### src/design/supervisor_pkg.sv
// Purpose : Shared constants for the power-factor supervisor.
// Assumes : A 100 MHz system clock.
// Notes   : Times are kept in their own units; cycle counts derive from them.
package supervisor_pkg;

  // ----------------------------------------------------------------
  // Clock and timer sizing
  // ----------------------------------------------------------------
  localparam int CLK_MHZ = 100;
  localparam int CNT_W   = 20;

  // Times in microseconds.
  localparam int GND_FAULT_US   = 200;
  localparam int WATCHDOG_US    = 200;
  localparam int OVERSTRESS_US  = 1000;
  localparam int FAULT_BLANK_US = 30;
  localparam int OTP_BLANK_US   = 5000;
  localparam int STBY_BLANK_US  = 1000;

  // Cycle counts derived from the times.
  localparam int GND_FAULT_CYC  = GND_FAULT_US * CLK_MHZ;
  localparam int WATCHDOG_CYC   = WATCHDOG_US * CLK_MHZ;
  localparam int OVERSTRESS_CYC = OVERSTRESS_US * CLK_MHZ;
  localparam int OTP_BLANK_CYC  = OTP_BLANK_US * CLK_MHZ;
  localparam int STBY_BLANK_CYC = STBY_BLANK_US * CLK_MHZ;
  localparam logic [CNT_W-1:0] FAULT_BLANK_CYC = CNT_W'(FAULT_BLANK_US * CLK_MHZ);

  // ----------------------------------------------------------------
  // Register map
  // ----------------------------------------------------------------
  localparam logic [7:0] CTRL_OFF   = 8'h00;
  localparam logic [7:0] STATUS_OFF = 8'h04;

  // Control fields and reset values.
  localparam int CTRL_LATCH_BIT = 0;
  localparam int CTRL_DRVEN_BIT = 1;
  localparam logic [1:0] CTRL_RESET = 2'h3;

  // Operating states, Gray coded along off, run, standby, latched.
  typedef enum logic [1:0] {
    ST_OFF     = 2'h0,
    ST_RUN     = 2'h1,
    ST_STANDBY = 2'h3,
    ST_LATCHED = 2'h2
  } op_state_t;

endpackage

### src/design/pfc_fault_standby_supervisor.sv
// Purpose : Fault, standby and pin supervision for a PFC gate driver.
// Assumes : All comparator inputs are synchronous to sys_clk.
// Notes   : Registers reached over AHB-Lite; zero wait states.
`timescale 1ns/1ps
module pfc_fault_standby_supervisor
  import supervisor_pkg::*;
#(
  parameter int GND_CYC   = GND_FAULT_CYC,
  parameter int WDOG_CYC  = WATCHDOG_CYC,
  parameter int OVS_CYC   = OVERSTRESS_CYC,
  parameter int OTPB_CYC  = OTP_BLANK_CYC,
  parameter int STBB_CYC  = STBY_BLANK_CYC
)
(
  input  wire logic        sys_clk,
  input  wire logic        rst_n,
  // AHB-Lite slave.
  input  wire logic        hsel,
  input  wire logic [31:0] haddr,
  input  wire logic [1:0]  htrans,
  input  wire logic        hwrite,
  input  wire logic [2:0]  hsize,
  input  wire logic [31:0] hwdata,
  input  wire logic        hready,
  output logic             hreadyout,
  output logic             hresp,
  output logic [31:0]      hrdata,
  // Comparator and system inputs.
  input  wire logic        gnd_diode_current,
  input  wire logic        sense_at_rail,
  input  wire logic        zero_detect_edge,
  input  wire logic        sense_above_arm,
  input  wire logic        fault_above_upper,
  input  wire logic        fault_below_lower,
  input  wire logic        fault_above_release,
  input  wire logic        vcc_on_level,
  input  wire logic        vcc_above_reset,
  input  wire logic        vcc_uvlo,
  input  wire logic        brownout,
  input  wire logic        power_saving_mode,
  input  wire logic        standby_input_pin,
  input  wire logic        bulk_below_restart,
  input  wire logic        bulk_regulated,
  input  wire logic        restart_pin_low,
  input  wire logic        power_good_output,
  input  wire logic        gate_request,
  // Outputs to the pins and the rest of the controller.
  output logic             gate_drive,
  output logic             strong_sense_pullup,
  output logic             otp_bias_enable,
  output logic             shutdown_signal
);

  // ----------------------------------------------------------------
  // Declarations
  // ----------------------------------------------------------------
  op_state_t   state_r;
  op_state_t   state_nxt;
  logic [1:0]  ctrl_r;
  logic [7:0]  addr_r;
  logic        wr_pend_r;
  logic [31:0] rdata_r;
  logic        gate_r;
  logic        pullup_r;
  logic        arm_ok_r;
  logic        overstress_r;
  logic        latch_r;
  logic        otp_hold_r;
  logic        release_seen_r;
  logic        started_r;
  logic        burst_r;
  logic        gnd_exp;
  logic        wdog_exp;
  logic        ovs_exp;
  logic        ovp_exp;
  logic        otp_exp;
  logic        otpb_exp;
  logic        stbb_exp;
  wire         latching    = ctrl_r[CTRL_LATCH_BIT];
  wire         drv_en      = ctrl_r[CTRL_DRVEN_BIT];
  wire         addr_phase  = hsel && htrans[1] && hready;
  wire         running     = (state_r == ST_RUN) || (state_r == ST_STANDBY);
  wire [31:0]  status_word = {22'h0, burst_r, started_r, otp_hold_r, overstress_r,
                              arm_ok_r, pullup_r, latch_r, gate_r, state_r};

  // ----------------------------------------------------------------
  // Bus slave
  // ----------------------------------------------------------------

  // Every transfer completes in one data-phase cycle with OKAY.
  assign hreadyout = 1'b1;
  assign hresp     = 1'b0;
  assign hrdata    = rdata_r;

  // Read data is fetched in the address phase so it stands in the data phase.
  wire [31:0] rd_sel = (haddr[7:0] == CTRL_OFF)   ? {30'h0, ctrl_r} :
                       (haddr[7:0] == STATUS_OFF) ? status_word : 32'h0;

  // Address phase capture and write completion.
  always_ff @(posedge sys_clk or negedge rst_n) begin
    if (!rst_n) begin
      addr_r    <= 8'h00;
      wr_pend_r <= 1'b0;
      rdata_r   <= 32'h0;
      ctrl_r    <= CTRL_RESET;
    end else begin
      if (hready) begin
        wr_pend_r <= addr_phase && hwrite;
        addr_r    <= haddr[7:0];
      end
      if (addr_phase && !hwrite) begin
        rdata_r <= rd_sel;
      end
      if (wr_pend_r && addr_r == CTRL_OFF) begin
        ctrl_r <= hwdata[1:0];
      end
    end
  end

  // ----------------------------------------------------------------
  // Timers
  // ----------------------------------------------------------------

  // Lost ground: diode current held for the ground fault time.
  qual_timer u_gnd (.sys_clk(sys_clk), .rst_n(rst_n), .cond(gnd_diode_current),
    .limit(CNT_W'(GND_CYC)), .expired(gnd_exp));

  // Watchdog: no zero-current transition while running.
  qual_timer u_wdog (.sys_clk(sys_clk), .rst_n(rst_n), .cond(running && !zero_detect_edge),
    .limit(CNT_W'(WDOG_CYC)), .expired(wdog_exp));

  // Overstress off period runs while the overstress latch is set.
  qual_timer u_ovs (.sys_clk(sys_clk), .rst_n(rst_n), .cond(overstress_r),
    .limit(CNT_W'(OVS_CYC)), .expired(ovs_exp));

  // Upper fault blanking, armed only above the supply reset level.
  qual_timer u_ovp (.sys_clk(sys_clk), .rst_n(rst_n),
    .cond(fault_above_upper && vcc_above_reset),
    .limit(FAULT_BLANK_CYC), .expired(ovp_exp));

  // Power-up blanking of the temperature input, started with the bias.
  qual_timer u_otpb (.sys_clk(sys_clk), .rst_n(rst_n), .cond(started_r),
    .limit(CNT_W'(OTPB_CYC)), .expired(otpb_exp));

  // Lower fault blanking, after the power-up blanking ends or while the auto-recovery hold is set.
  qual_timer u_otp (.sys_clk(sys_clk), .rst_n(rst_n),
    .cond(fault_below_lower && (otpb_exp || otp_hold_r)),
    .limit(FAULT_BLANK_CYC), .expired(otp_exp));

  // Standby blanking after power-good rises.
  qual_timer u_stbb (.sys_clk(sys_clk), .rst_n(rst_n), .cond(power_good_output),
    .limit(CNT_W'(STBB_CYC)), .expired(stbb_exp));

  // ----------------------------------------------------------------
  // Fault qualification
  // ----------------------------------------------------------------

  // Conditions that take the latch, and events that release it.
  wire latch_set   = ovp_exp || gnd_exp || (otp_exp && latching);
  wire latch_clr   = brownout || !vcc_above_reset || power_saving_mode;
  // Level disables that stop the controller while they last.
  wire open_pin    = sense_at_rail || restart_pin_low;
  wire disable_lvl = open_pin || otp_hold_r || brownout || vcc_uvlo;
  // Overstress: arming level seen while the switch conducts.
  wire ovs_set     = gate_r && sense_above_arm;
  // Standby entry needs power-good, its blanking, and a high standby pin.
  wire stby_enter  = standby_input_pin && power_good_output && stbb_exp;

  // Fault latch: a new set in the clearing cycle still wins.
  always_ff @(posedge sys_clk or negedge rst_n) begin
    if (!rst_n) begin
      latch_r <= 1'b0;
    end else begin
      latch_r <= latch_set || (latch_r && !latch_clr);
    end
  end

  // Auto-recovery hold: cleared by release level then turn-on level.
  always_ff @(posedge sys_clk or negedge rst_n) begin
    if (!rst_n) begin
      otp_hold_r     <= 1'b0;
      release_seen_r <= 1'b0;
    end else begin
      if (otp_exp && !latching) begin
        otp_hold_r     <= 1'b1;
        release_seen_r <= 1'b0;
      end else if (otp_hold_r) begin
        release_seen_r <= release_seen_r || fault_above_release;
        if (release_seen_r && vcc_on_level) begin
          otp_hold_r <= 1'b0;
        end
      end
    end
  end

  // Bias source: on from turn-on level until the supply falls to reset.
  always_ff @(posedge sys_clk or negedge rst_n) begin
    if (!rst_n) begin
      started_r <= 1'b0;
    end else if (!vcc_above_reset) begin
      started_r <= 1'b0;
    end else if (vcc_on_level) begin
      started_r <= 1'b1;
    end
  end

  // Held by the auto-recovery fault whatever the supply, dropped when it clears.
  assign otp_bias_enable = otp_hold_r ? fault_below_lower : started_r;

  // ----------------------------------------------------------------
  // Sense pin supervision
  // ----------------------------------------------------------------

  // Pull-up and arming flags; an expired watchdog disarms until the pin rises.
  always_ff @(posedge sys_clk or negedge rst_n) begin
    if (!rst_n) begin
      pullup_r <= 1'b0;
      arm_ok_r <= 1'b0;
    end else begin
      if (wdog_exp) begin
        pullup_r <= 1'b1;
      end else if (zero_detect_edge) begin
        pullup_r <= 1'b0;
      end
      if (sense_above_arm) begin
        arm_ok_r <= 1'b1;
      end else if (wdog_exp) begin
        arm_ok_r <= 1'b0;
      end
    end
  end

  assign strong_sense_pullup = pullup_r;

  // Overstress latch; end of the off period clears it unless set again.
  always_ff @(posedge sys_clk or negedge rst_n) begin
    if (!rst_n) begin
      overstress_r <= 1'b0;
    end else begin
      overstress_r <= ovs_set || (overstress_r && !ovs_exp);
    end
  end

  // ----------------------------------------------------------------
  // Operating state
  // ----------------------------------------------------------------

  // Latch wins over every other path; level disables fall back to off.
  always_comb begin
    state_nxt = state_r;
    unique case (state_r)
      ST_OFF: begin
        if (latch_set) begin
          state_nxt = ST_LATCHED;
        end else if (started_r && vcc_on_level && !disable_lvl) begin
          state_nxt = ST_RUN;
        end
      end
      ST_RUN: begin
        if (latch_set) begin
          state_nxt = ST_LATCHED;
        end else if (disable_lvl) begin
          state_nxt = ST_OFF;
        end else if (stby_enter) begin
          state_nxt = ST_STANDBY;
        end
      end
      ST_STANDBY: begin
        if (latch_set) begin
          state_nxt = ST_LATCHED;
        end else if (disable_lvl) begin
          state_nxt = ST_OFF;
        end else if (!standby_input_pin || !power_good_output) begin
          state_nxt = ST_RUN;
        end
      end
      ST_LATCHED: begin
        if (latch_clr && !latch_set) begin
          state_nxt = ST_OFF;
        end
      end
    endcase
  end

  // State register and standby burst flag.
  always_ff @(posedge sys_clk or negedge rst_n) begin
    if (!rst_n) begin
      state_r <= ST_OFF;
      burst_r <= 1'b0;
    end else begin
      state_r <= state_nxt;
      if (state_r != ST_STANDBY || bulk_regulated) begin
        burst_r <= 1'b0;
      end else if (bulk_below_restart) begin
        burst_r <= 1'b1;
      end
    end
  end

  // ----------------------------------------------------------------
  // Driver inhibit
  // ----------------------------------------------------------------

  // All disable, latch, protection and standby terms meet in one inhibit.
  assign shutdown_signal = !running || latch_r;
  wire inhibit = shutdown_signal || !arm_ok_r || overstress_r || !drv_en ||
                 ((state_r == ST_STANDBY) && !burst_r);

  // Gate register; sinking from the cycle after inhibit holds.
  always_ff @(posedge sys_clk or negedge rst_n) begin
    if (!rst_n) begin
      gate_r <= 1'b0;
    end else begin
      gate_r <= gate_request && !inhibit;
    end
  end

  assign gate_drive = gate_r;

  // ----------------------------------------------------------------
  // Checks
  // ----------------------------------------------------------------
  a_latch_clear: assert property (@(posedge sys_clk) disable iff (!rst_n)
    (brownout && !latch_set) |=> !latch_r) else $error("brownout did not clear latch");
  a_psm_clear: assert property (@(posedge sys_clk) disable iff (!rst_n)
    (power_saving_mode && !latch_set && state_r == ST_LATCHED) |=> state_r == ST_OFF)
    else $error("power saving did not leave latch");
  a_gate_sinking: assert property (@(posedge sys_clk) disable iff (!rst_n)
    shutdown_signal |=> !gate_drive) else $error("gate driven while shut down");
  a_stby_refuse: assert property (@(posedge sys_clk) disable iff (!rst_n)
    (!power_good_output && state_r == ST_RUN) |=> state_r != ST_STANDBY)
    else $error("standby entered without power good");
  a_pullup_wdog: assert property (@(posedge sys_clk) disable iff (!rst_n)
    wdog_exp |=> pullup_r && ($past(sense_above_arm) || !arm_ok_r)) else $error("pull-up missed");
  a_ovs_period: assert property (@(posedge sys_clk) disable iff (!rst_n)
    ovs_set |=> overstress_r ##1 !gate_drive) else $error("overstress not enforced");
  a_arm_block: assert property (@(posedge sys_clk) disable iff (!rst_n)
    !arm_ok_r |=> !gate_drive) else $error("drive before arming level");
  a_ovp_reset: assert property (@(posedge sys_clk) disable iff (!rst_n)
    !vcc_above_reset |=> !ovp_exp) else $error("upper fault below reset level");
  a_bias_powerup: assert property (@(posedge sys_clk) disable iff (!rst_n)
    !vcc_above_reset && !otp_exp && !otp_hold_r |=> !otp_bias_enable) else $error("bias in reset");
  a_stby_blank: assert property (@(posedge sys_clk) disable iff (!rst_n)
    $rose(power_good_output) |-> ##1 (state_r != ST_STANDBY)[*3])
    else $error("standby taken inside blanking");

endmodule

### src/design/qual_timer.sv
// Purpose : Blanking and watchdog counter that runs while its condition holds.
// Assumes : The condition is synchronous to sys_clk.
// Notes   : Expired rises after limit cycles of the condition held high.
`timescale 1ns/1ps
module qual_timer
  import supervisor_pkg::*;
(
  input  wire logic             sys_clk,
  input  wire logic             rst_n,
  input  wire logic             cond,
  input  wire logic [CNT_W-1:0] limit,
  output logic                  expired
);

  logic [CNT_W-1:0] cnt_r;
  logic [CNT_W-1:0] cnt_nxt;

  // Counter restarts at once when the condition drops, and saturates at the limit.
  assign cnt_nxt = !cond ? '0 : (cnt_r == limit) ? cnt_r : cnt_r + 1'b1;
  assign expired = cond && (cnt_r == limit);

  // Count register.
  always_ff @(posedge sys_clk or negedge rst_n) begin
    if (!rst_n) begin
      cnt_r <= '0;
    end else begin
      cnt_r <= cnt_nxt;
    end
  end

  // A dropped condition clears the expiry on the next cycle.
  a_timer_restart: assert property (@(posedge sys_clk) disable iff (!rst_n)
    !cond |=> !expired) else $error("timer kept expiry after condition dropped");

endmodule

### config.mk
export PLATFORM = sky130hd
export DESIGN_NAME = pfc_fault_standby_supervisor
export DESIGN_NICKNAME = d
export VERILOG_FILES = /design/src/design/supervisor_pkg.sv /design/src/design/pfc_fault_standby_supervisor.sv /design/src/design/qual_timer.sv
export SDC_FILE = /design/constraint.sdc
export NUM_CORES = 1
export LEC_CHECK = 0
export BUFFER_PORTS_ARGS = -buffer_cell sky130_fd_sc_hd__buf_2
export CAP_MARGIN = 20
export CORE_AREA = 3 3 124 126
export CTS_BUF_LIST = sky130_fd_sc_hd__clkbuf_4 sky130_fd_sc_hd__clkbuf_8 sky130_fd_sc_hd__clkbuf_16
export DETAILED_ROUTE_END_ITERATION = 7
export DIE_AREA = 0 0 127 129
export PLACE_DENSITY = 0.81
export SLEW_MARGIN = 20
export SYNTH_ARGS = -nofsm -noshare
export SYNTH_HDL_FRONTEND = slang
export SYNTH_SLANG_ARGS = --single-unit
### constraint.sdc
create_clock -name sys_clk -period 6.12 [get_ports sys_clk]
set_input_delay 0.612 -clock sys_clk [delete_from_list [all_inputs] [get_ports sys_clk]]
set_output_delay 0.612 -clock sys_clk [all_outputs]
set_load 0.01 [all_outputs]
==> results of run 1 <==
[kinds of logic after synthesis]
family	Yosys count	synth area share
other	2	0.000854
buffers and inverters	72	0.0411
and+or+nand+nor	423	0.269
xor gates and xnor gates	112	0.112
adders and majority gates	14	0.0199
DFF	172	0.490
muxes	19	0.0231
AOI/OAI and AO/OA	61	0.0447
[registers in the layout, indices dropped and copies added (netlist names), 2 cells and up]
signal and flops:
u_gnd.cnt_r 20, u_otp.cnt_r 20, u_otpb.cnt_r 20, u_ovp.cnt_r 20
u_ovs.cnt_r 20, u_stbb.cnt_r 20, u_wdog.cnt_r 20, hrdata 10
addr_r 8, ctrl_r 2, state_r 2
[how the worst max path moves through the flow]
stage	startpoint	to	slack [ns]	depth (start not counted)
after global placement	hready	hrdata[2]	3.83	5
after floorplan	u_otpb.cnt_r[0]	state_r[0]	4.10	7
after detailed placement	hready	hrdata[6]	3.77	5
after CTS	started_r	otp_bias_enable	3.74	3
final	started_r	otp_bias_enable	3.77	3
after global routing	started_r	otp_bias_enable	3.65	3
[per-layer routing]
| metal | part of all wire | track usage | wire length (µm) |
|---|---|---|---|
| met1 | 0.46 | 0.286 | 7780 |
| met2 | 0.48 | 0.351 | 8100 |
| met3 | 0.038 | 0.0519 | 645 |
| met4 | 0.026 | 0.0864 | 442 |
| met5 | 0.00053 | 0 | 9 |
[where the power goes]
part,leakage (nW),total [W],internal (W),switching (W)
Clock,0.281,0.00104,0.000618,0.000418
Sequential,2.34,0.00116,0.00115,0.0000118
Combinational,1.54,0.0000857,0.0000278,0.0000579
Total,4.17,0.00228,0.00180,0.000488
[area by class of cell]
cell class,count,share of cell area
flip-flops and latches,172,0.446
inverters,25,0.00971
clock buffers,26,0.0530
multi-input cells,653,0.436
clock inverters,6,0.00648
well taps,184,0.0238
repair buffers,48,0.0258
[cell usage in the layout, fill, tap and decap left out, types with 20 or more instances in the layout]
cell type                   n
sky130_fd_sc_hd__and2_1    37
sky130_fd_sc_hd__and3_1    20
sky130_fd_sc_hd__buf_2     46
sky130_fd_sc_hd__conb_1    24
sky130_fd_sc_hd__dfrtp_1  170
sky130_fd_sc_hd__inv_1     25
sky130_fd_sc_hd__nand2_1   53
sky130_fd_sc_hd__nand3_1   55
sky130_fd_sc_hd__nand4_1   32
sky130_fd_sc_hd__nor2_1   108
sky130_fd_sc_hd__o21ai_0   20
sky130_fd_sc_hd__xnor2_1   61
sky130_fd_sc_hd__xor2_1    51
[through the flow]
| step | cells | instance area [µm²] | worst slack [ns] |
|---|---|---|---|
| 2_1_floorplan | 897 | 8880 | 4.10 |
| 3_3_place_gp | 1082 | 9090 | 3.83 |
| 3_5_place_dp | 1082 | 9090 | 3.77 |
| 4_1_cts | 1114 | 9660 | 3.74 |
| 5_1_grt | 1114 | 9660 | 3.65 |
| 6_report | 1114 | 9660 | 3.77 |
==> results, run 1 <==
- The flow ran to the end, and the final reports show no timing, DRC or antenna violations.
- The worst min-delay path class is input port to async pin.
- The worst setup path is captured at a primary output.
- In this run the tool buffered the top-level ports with 47 buffer cells.
- The largest voltage drop on the vdd net is 0.199 mV.
- The worst hold margin is 0.321 ns.
- The count of endpoints failing hold in the final timing report was 0.
- The vertical die dimension is 129 µm.
- The remaining global-route overflow is 0.
- Sorting the synthesized cells by area gives the leading types as sky130_fd_sc_hd__dfrtp_1 (48%), sky130_fd_sc_hd__xnor2_1 (6.1%), sky130_fd_sc_hd__xor2_1 (5.1%).
- The cell type of the slowest stage on the worst timing path is sky130_fd_sc_hd__inv_1.
- The first global-routing pass estimated 28800 µm of wire.
- In the final design database the tool counted 1023 nets.
- The number of antenna-violating nets in the routed design is 0.
- The tree is rooted in a sky130_fd_sc_hd__clkbuf_16.
- The pre-antenna-repair detailed-routing pass consisted of 4 iterations.
- For the worst-skew pair, the clock arrives at the later sink with an insertion delay of 0.42 ns.
- Of the synthesized area, sequential elements account for 0.490.
- In this run, distinct cell masters in the synthesized netlist total 56.
- The overall routing resource usage is 0.217.
- The final estimated routing congestion in global placement is 0.847.
- Across the routed clock network, the largest skew measured is 0.00788 ns.
- Detailed placement ended at an HPWL of 11500 µm.
- The end of the worst register-to-register path is state_r[0].
- Entering global routing, the biggest net connects 108 pins.
- For this run, design rule violations remaining after detail routing come to 0.
- Each instance of the synthesized netlist takes up on average 10.0 µm².
- At the end of the flow the core is filled with cells to 0.670.
- Adding up every negative setup slack in the final design gives 0 ns.
- The most used flip-flop cell after synthesis is sky130_fd_sc_hd__dfrtp_1.
- Based on the critical path, the design can be clocked at up to 426 MHz.
- The clock passes through at most 2 buffers.
- The peak per-stage delay on the critical path is 0.54 ns.
- Measured in cells, the most critical reg-to-reg path has a length of 7.
- The number of buffers inserted during clock tree synthesis is 17.
- The max-slew violation count came to 0.
- Counting flops and latches in the post-synthesis netlist gives 172.
- The H-tree generated during clock tree synthesis spans 4 levels.
- The final wirelength is 17000 µm.
- The netlist area before placement is 0.00879 mm².
- In this run, post-CTS repair resized a total of 0 instances.
- The initial core utilization is 0.610.
- Dividing the final minimum period by the clock period gives 0.384.
- The slack of the worst reg-to-reg path is 3.87 ns.
- The tool flagged a number of max-cap violations equal to 0.
- The initial antenna violation count is 1.
- At the pin with the least slew margin, the transition time is 0.924 ns.
- The quantity of hold-fixing buffers added after cts is 0.
- The routed length per placed instance is 15.2 µm.
- Across all layers, the routed design uses 6307 vias.
- For the worst setup path, the data arrival time is 1.74 ns.
- The critical path goes through inv_1 > o21ai_0 > buf_2.
- Dividing the detail-routed via count by the number of cells gives 5.66.
- Dividing total power by cell area gives a power density of 236 mW/mm².
- The share of synthesized area in the top cell type comes to 0.484.
- Setup repair after global routing left no endpoint under its margin.
- The clock tree from TritonCTS is done.
- The async set-reset flop share out of synthesis is 1.00.
- The worst reg2reg path startpoint is u_otpb.cnt_r[0].
- The clock-pin slew on the worst setup and hold paths is 0.06 ns.
- The number of setup buffers added after CTS is 0.
- In this run, synthesis inferred 0 flip-flops with an integrated enable.
- The Yosys warning count is 0.
- The multi-input combinational cells in the finished layout cover a total of 0.00421 mm².
- In this run the horizontal extent of the chip is 127 µm.
- By count the netlist is led by sky130_fd_sc_hd__dfrtp_1 (170), sky130_fd_sc_hd__nor2_1 (108), sky130_fd_sc_hd__xnor2_1 (61).
- Of the cells placed in the final design, the portion with a size suffix greater than 1 is 0.120.
- The buffers plus inverters on the worst setup path is 2.
- The final setup violation count is 0.
- The overall power after layout is 0.00228 W.
- The number of fill cells in the layout is 1150.
- Measured against its own limit, the worst slew margin works out to 0.384.
- The via count of the first global-routing pass is 6040.
- The category of the worst setup path launch point is a register.
- The floorplan step defined a core boundary enclosing 0.0144 mm².
- The area enclosed by the die boundary is 0.0164 mm².
- 0 antenna diodes ended up in the layout.
- At the worst endpoint, the required time is 5.51 ns.
- Grouping stages by cell kind, the critical path spends the most delay in buffers and inverters.
- The setup path with the least slack is of type register to primary output.
- The cell row count is 44.
- The most numerous cell in the Yosys netlist is sky130_fd_sc_hd__dfrtp_1.
- The DRC marker count from the first detailed-route iteration is 368.
- The analysis attributes to cell leakage a power of 4.17 nW.
- The clock drives 172 sinks.
- The worst-path maximum fanout is 21.
- The sequential cells in the finished layout cover a total of 0.00431 mm².
- The synthesis-to-finish area growth is 9.87%.
- Summed over all instances, the cell type with the most area after synthesis is sky130_fd_sc_hd__dfrtp_1.
- The cell count after synthesis came out at 875.
- The clock period could shrink to 2.35 ns.
- The count of pins on the block boundary is 130.
(Power assumes the default switching activity.)
==> inputs of run 2 (changes only) <==
ABC_AREA = 1   (was default)
CORE_AREA = 3 3 138 140   (was 3 3 124 126)
DIE_AREA = 0 0 141 143   (was 0 0 127 129)
PLACE_DENSITY = 0.73   (was 0.81)
clock period = 2.09 ns   (was 6.12 ns; I/O delays follow)
==> results, run 2 <==
- The flow ran to the end, and the final reports show no timing, DRC or antenna violations.
- The die covers 0.0202 mm².
- The count of endpoints failing hold in the final timing report is 0.
- The pin count of the biggest net entering global routing is 50.
- The first global-routing pass estimated 33600 µm of wire.
- The H-tree was split into 4 levels.
- The largest voltage drop on the vdd net is 0.670 mV.
- The most used flip-flop cell after synthesis is sky130_fd_sc_hd__dfrtp_1.
- The number of buffers inserted during clock tree synthesis is 17.
- The max-slew violation count is 0.
- The synthesized area divided by synthesized cell count is 7.95 µm².
- The clock network fraction of total power is 0.461.
- For this run, the post-layout net count is 1345.
- The static leakage power is 4.61 nW.
- The netlist area before placement is 0.00930 mm².
- Data on the critical path arrives at its endpoint at 2.21 ns.
- By area the synthesized netlist is led by sky130_fd_sc_hd__dfrtp_1 (46%), sky130_fd_sc_hd__nand2_1 (7.1%), sky130_fd_sc_hd__inv_1 (6.8%).
- In the layout the commonest cells are sky130_fd_sc_hd__nand2_1 (176), sky130_fd_sc_hd__dfrtp_1 (170), sky130_fd_sc_hd__inv_1 (169).
- Dividing the detail-routed wire length by the instance count gives 13.6 µm.
- The end of the worst hold path is strong_sense_pullup.
- By count the netlist is led by sky130_fd_sc_hd__nand2_1 (176), sky130_fd_sc_hd__dfrtp_1 (170), sky130_fd_sc_hd__inv_1 (169).
- The floorplan has 49 rows.
- From left edge to right edge, the die measures 141 µm.
- STA classifies the critical path endpoint as a register.
- The via count of the first global-routing pass is 7244.
- Across all setup checks in the final design, the least slack found is 0.190 ns.
- In this run the vertical extent of the chip is 143 µm.
- The final critical path time including I/O delays and setup is 1.90 ns.
- For this block, the via count after detailed routing is 7831.
- The post-synthesis register bit count is 172.
- Counting every instance in the synthesized netlist gives 1170.
- The worst slew margin relative to its limit is 0.657.
- The fraction of final layout cells with drive strength greater than 1 is 0.129.
- The cell area after layout is 0.0105 mm².
- The initial core utilization is 0.518.
- The leading cell type in the layout, fill and taps excluded is sky130_fd_sc_hd__nand2_1.
- 130 I/O pins were placed.
- The maximum clock frequency is 526 MHz.
- The most numerous cell in the Yosys netlist is sky130_fd_sc_hd__nand2_1.
- At the worst endpoint, the required time is 2.40 ns.
- The hold-critical path depth is 2.
- The final wirelength is 20200 µm.
- The async set-reset flop share out of synthesis is 1.00.
- The detail route stage leaves a number of antenna-violating nets equal to 0.
- The later pin in the worst-skew pair is clocked with a latency of 0.43 ns.
- The total placed instance area is 0.00982 mm².
- The worst min-delay path class is input port to register.
- Cell internal power was estimated by the tool at 0.00541 W.
- The clock tree buffer depth is 2.
- The port buffer count is 47.
- The slack of the worst reg-to-reg path is 0.19 ns.
- The count of maximum capacitance violations is 0.
- The worst-margin pin slew is 0.510 ns.
- The clock tree from TritonCTS is done.
- The clock root buffer is sky130_fd_sc_hd__clkbuf_16.
- The category of the most critical setup path is register to register.
- For this run, the total global-route usage over all layers was measured as 0.203.
- The top-area cell type share of the netlist area is 0.457.
- Compared with the post-synthesis result, the final layout area differs by 12.8%.
- Of the synthesized area, sequential elements account for 0.463.
- The startpoint identified for the worst register-to-register timing path is u_ovp.cnt_r[1].
- The clock tree skew after final layout is 0.00814 ns.
- The final period utilization is 0.909.
- The sequential share of power is 0.481.
- The number of enable-type register cells in the synthesized netlist is 0.
- The portion of total power attributed to combinational logic is 0.058.
- After floorplanning, the core was sized to cover 0.0180 mm².
- The HPWL after detailed placement is 14900 µm.
- The ratio of routed vias to standard cells is 5.29.
- For this design the ratio of total power to cell area is 676 mW/mm².
- Setup violations remaining at the end of the flow were counted as 0.
- The worst-path maximum fanout is 7.
- The number of antenna repair diodes is 0.
- The switching power is 0.00168 W.
- The end of the worst register-to-register path is u_ovp.cnt_r[18].
- Of the total power, the share spent switching nets is 0.237.
- In the routed design, unresolved DRC markers number 0.
- The cell type with the largest total area after synthesis is sky130_fd_sc_hd__dfrtp_1.
- The remaining global-route overflow is 0.
- Counting cells, the worst reg-to-reg path comes to 10.
- For this block, the initial DRC count from the detailed router was 407.
- Timing analysis after detailed placement gives a worst setup slack of 0.179 ns.
- The worst min-delay path startpoint is zero_detect_edge.
- For this run, the number of Yosys warnings is 0.
- The initial antenna violation count is 1.
- The number of sinks handled by clock tree synthesis is 172.
- At the end of routability-driven placement, the weighted congestion stood at 0.870.
- The category of the worst setup path launch point is a register.
- The first detailed-routing pass ran for 5 iterations.
- The clock-pin slew on the worst setup and hold paths is 0.07 ns.
- Counting distinct cell types in the post-synthesis netlist gives 47.
[run 2: cell types whose count changed after synthesis, moves of 14 or more]
| cell | change |
|---|---|
| sky130_fd_sc_hd__xnor2_1 | -57 |
| sky130_fd_sc_hd__nor2_2 | +15 |
| sky130_fd_sc_hd__nand2_1 | +123 |
| sky130_fd_sc_hd__nor3_1 | +28 |
| sky130_fd_sc_hd__inv_1 | +144 |
| sky130_fd_sc_hd__a21oi_1 | +63 |
| sky130_fd_sc_hd__and3_1 | -18 |
| sky130_fd_sc_hd__or3_1 | -19 |
| sky130_fd_sc_hd__nor2_1 | +14 |
| sky130_fd_sc_hd__nand3_1 | +19 |
| sky130_fd_sc_hd__o21ai_0 | +76 |
| sky130_fd_sc_hd__xor2_1 | -38 |
| sky130_fd_sc_hd__and2_1 | -36 |
[run 2: kinds of logic (layout without fill, tap and decap cells)]
kind of cell	Yosys count	count (layout)	synth area share
DFF	172	172	0.463
and+or+nand+nor	536	536	0.277
other	2	24	0.000808
muxes	7	7	0.00848
AOI/OAI and AO/OA	206	206	0.119
xor gates and xnor gates	17	17	0.0160
adders and majority gates	14	14	0.0188
buffers and inverters	216	276	0.0971
[run 2: final cells by class]
type | instances | area (µm²)
fill | 1619 | 7480
tap | 229 | 287
clock inverter | 15 | 185
timing repair buffer | 65 | 424
multi-input combinational | 804 | 4190
clock buffer | 17 | 425
inverter | 179 | 672
sequential | 172 | 4310
[run 2: critical path, cell delays in order (launching register included)]
cell                      delay (ns)
sky130_fd_sc_hd__dfrtp_1        0.40
sky130_fd_sc_hd__ha_1           0.18
sky130_fd_sc_hd__nand2_1        0.09
sky130_fd_sc_hd__nor2_1         0.15
sky130_fd_sc_hd__nand4_1        0.16
sky130_fd_sc_hd__nor2_1         0.20
sky130_fd_sc_hd__nand2_1        0.07
sky130_fd_sc_hd__inv_1          0.18
sky130_fd_sc_hd__nand3_1        0.12
sky130_fd_sc_hd__o21ai_0        0.16
sky130_fd_sc_hd__a21oi_1        0.06
[run 2: worst max path at each step]
stage	from	slack (ns)	end
3_3_place_gp	u_ovs.cnt_r[0]	0.22	u_ovs.cnt_r[18]
6_report	u_ovp.cnt_r[1]	0.19	u_ovp.cnt_r[18]
4_1_cts	u_ovs.cnt_r[0]	0.17	u_ovs.cnt_r[18]
2_1_floorplan	u_otp.cnt_r[0]	0.44	u_otp.cnt_r[18]
3_5_place_dp	u_ovs.cnt_r[0]	0.18	u_ovs.cnt_r[18]
5_1_grt	u_ovs.cnt_r[0]	-0.003	u_ovs.cnt_r[16]
[run 2: per-layer routing]
metal | up-vias | track usage | share of wire
met3 | 20 | 0.0496 | 0.047
li1 | 3970 | - | -
met2 | 146 | 0.329 | 0.47
met4 | 2 | 0.0551 | 0.015
met1 | 3693 | 0.276 | 0.47
met5 | - | 0 | 0.00045
[run 2: metrics by stage]
step                      total power, W  std cells  setup TNS (ns)  hold slack [ns]  utilization
after floorplan                  0.00370       1192               0          -0.0866            -
after global placement           0.00387       1445               0            0.187        0.547
after detailed placement         0.00388       1445               0            0.195        0.547
after CTS                        0.00718       1481               0          0.00276        0.583
after global routing             0.00736       1481        -0.00286           0.0189        0.584
final                            0.00709       1481               0           0.0146        0.584
[run 2: power by group through the flow]
stage	clock network, W	registers, W	logic, W
finish	0.00327	0.00341	0.000410
detailed placement	0	0.00347	0.000406
floorplan	0	0.00347	0.000239
global route	0.00348	0.00342	0.000469
CTS	0.00335	0.00341	0.000416
global placement	0	0.00347	0.000398
[run 2: timing repair]
item	in CTS	in global routing
hold buffers	4	0
endpoints found under the setup margin	0	3
endpoints found under the hold margin	45	0
buffers inserted	0	0
gates resized for setup	0	3
==> inputs of run 3 (changes only) <==
==> constraint.sdc (replaced) <==
create_clock -name sys_clk -period 2.09 [get_ports sys_clk]
set_input_delay 0.1045 -clock sys_clk [delete_from_list [all_inputs] [get_ports sys_clk]]
set_output_delay 0.1045 -clock sys_clk [all_outputs]
set_load 0.01 [all_outputs]
==> results, run 3 (synthesis results as in run 2) <==
- In the layout the commonest cells are sky130_fd_sc_hd__nand2_1 (176), sky130_fd_sc_hd__dfrtp_1 (170), sky130_fd_sc_hd__inv_1 (169).
- The final layout contains 1357 nets.
- The worst pin sits at a relative slew slack of 0.651.
- The area of the core region is 0.0180 mm².
- The total via count after detailed routing is 7884.
- The die is 143 µm tall.
- The arrival time at the worst endpoint is 2.23 ns.
- The worst-path maximum fanout is 4.
- The largest individual stage delay along the critical path comes from the cell sky130_fd_sc_hd__dfrtp_1.
- The overall routing resource usage is 0.215.
- Dividing total power by cell area gives a power density of 704 mW/mm².
- Traced cell by cell, the critical path runs through ha_1 > nand2_1 > nor2_1 > nand2_1 > nor2_2 > nand3_1 > nor3_2 > o21ai_0 > a21oi_1.
- Leaving out fill and tap cells, the most frequent cell in the layout is sky130_fd_sc_hd__nand2_1.
- The number of design rule violations left after detail routing is 0.
- TritonCTS created 17 clock buffers.
- For the worst setup path, the data required time is 2.44 ns.
- Setup violations remaining at the end of the flow were counted as 0.
- The final period utilization is 0.901.
- The final critical path time including I/O delays and setup is 1.88 ns.
- The number of buffers inserted by post-CTS setup repair is 0.
- The number of sinks handled by clock tree synthesis is 172.
- Adding up every negative setup slack in the final design gives 0 ns.
- The DRC marker count from the first detailed-route iteration is 443.
- The remaining global-route overflow is 0.
- The routed design has 20600 µm of wire.
- The clock tree skew after final layout is 0.00807 ns.
- In this design, the stage delay of the slowest critical-path cell is 0.40 ns.
- Before antenna repair, the detailed router went through 5 iterations.
- No sink is reached through more buffers than the 2 on the longest clock path.
- The completed layout was analyzed and its total power is 0.00751 W.
- In the final routed layout, each cell accounts on average for 13.8 µm.
- The category of the worst setup path launch point is a register.
- The initial antenna violation count is 0.
- The H-tree depth reported by CTS is 4.
- The count of maximum capacitance violations is 0.
- The count of pins on the block boundary is 130.
- The count of nets left with antenna violations once routing finished came out at 0.
- Summed over all cells, the static leakage comes to 4.68 nW.
- After clock tree synthesis, the clock-pin slew on the worst setup and hold paths is 0.07 ns.
- The number of antenna repair diodes is 0.
- The sort of element at the end of the critical path is a register.
- The run finished with clean final reports.
- The clock insertion delay at the later pin of the skew report is 0.43 ns.
- In this run the cell area measured after placement is 0.00979 mm².
- The wire length of the first global-routing pass is 35600 µm.
- After routing the design area is 0.0107 mm².
- Entering global routing, the biggest net connects 52 pins.
- Using the TritonRoute via totals, the vias-per-cell ratio works out to 5.28.
- The max-slew violation count is 0.
- The initial core utilization is 0.518.
- Across the VDD grid, the largest voltage drop is 0.688 mV.
- Counting stages on the worst path, the most repeated cell is sky130_fd_sc_hd__nand2_1.
- The worst-margin pin slew is 0.519 ns.
- The floorplan step set the die width to 141 µm.
- Setup repair after global routing left no endpoint under its margin.
- The count of endpoints failing hold in the final timing report is 0.
- The HPWL after detailed placement is 14700 µm.
- The critical path is of the register to register type.
- Buffers placed on the I/O ports in this run total 47.
- The worst hold path belongs to the class input port to register.
- The area growth from synthesis to layout is 14.7%.
- The via count of the first global-routing pass is 7552.
- Routability-driven placement finished with a final weighted congestion of 0.933.
- Of the cells placed in the final design, the portion with a size suffix greater than 1 is 0.127.
- TritonCTS built the clock tree.
- The cell row count is 49.
- The area enclosed by the die boundary is 0.0202 mm².
- The clock root buffer is sky130_fd_sc_hd__clkbuf_16.
- For this run, the top clock speed supported by timing is 531 MHz.
run 3: changes by cell type in the layout (fill, tap and decap cells not counted), moves of 2 or more:
| cell | delta |
|---|---|
| sky130_fd_sc_hd__inv_6 | -4 |
| sky130_fd_sc_hd__bufinv_16 | +3 |
| sky130_fd_sc_hd__inv_8 | +2 |
| sky130_fd_sc_hd__dlygate4sd3_1 | +14 |
run 3: layout make-up:
class	count	area, µm²
Multi-Input combinational cell	804	4180
Timing Repair Buffer	77	537
Inverter	179	672
Clock inverter	15	259
Tap cell	229	287
Sequential cell	172	4310
Clock buffer	17	425
Fill cell	1581	7300
run 3: final timing paths:
path | slack, ns | startpoint | depth (start not counted) | to
max | 0.21 | u_ovs.cnt_r[0] | 9 | u_ovs.cnt_r[16]
min | 0.009 | gate_request | 3 | gate_drive
max reg2reg | 0.21 | u_ovs.cnt_r[0] | 9 | u_ovs.cnt_r[16]
min reg2reg | 0.49 | u_stbb.cnt_r[4] | 1 | u_stbb.cnt_r[4]
max in group asynchronous | 1.22 | rst_n | 3 | ctrl_r[1]
min in group asynchronous | 0.20 | rst_n | 2 | u_otpb.cnt_r[11]
run 3: critical path, delay by kind of cell (launching register included):
family / cells / cell delay [ns]
AOI/OAI and AO/OA: 2 / 0.28
adders and majority gates: 1 / 0.18
DFF: 1 / 0.40
and+or+nand+nor: 6 / 0.94
run 3: where the power goes:
| group | leakage [nW] | switching (W) | internal [W] | total (W) |
|---|---|---|---|---|
| Clock | 0.332 | 0.00140 | 0.00227 | 0.00367 |
| Sequential | 2.34 | 0.0000391 | 0.00337 | 0.00341 |
| Combinational | 2.01 | 0.000277 | 0.000150 | 0.000427 |
run 3: stage by stage:
step / setup slack (ns) / hold WS [ns] / utilization / instances
after floorplan: 0.442 / -0.191 / - / 1192
after global placement: 0.246 / 0.0946 / 0.545 / 1443
after detailed placement: 0.214 / 0.0925 / 0.545 / 1443
after CTS: 0.191 / 0.0000142 / 0.593 / 1493
after global routing: 0.0130 / 0.00160 / 0.594 / 1493
final: 0.207 / 0.00940 / 0.594 / 1493
run 3: metal layers:
| layer | global-route usage | up-vias | wire length, µm |
|---|---|---|---|
| li1 | - | 4001 | - |
| met1 | 0.304 | 3717 | 9760 |
| met2 | 0.341 | 146 | 9560 |
| met3 | 0.0496 | 20 | 998 |
| met4 | 0.0500 | 0 | 278 |
| met5 | 0 | - | 0 |
run 3: repair_timing:
item / 4_1_cts / 5_1_grt
endpoints found under the hold margin: 65 / 0
gates resized for setup: 0 / 3
hold buffers: 18 / 0
endpoints found under the setup margin: 0 / 5
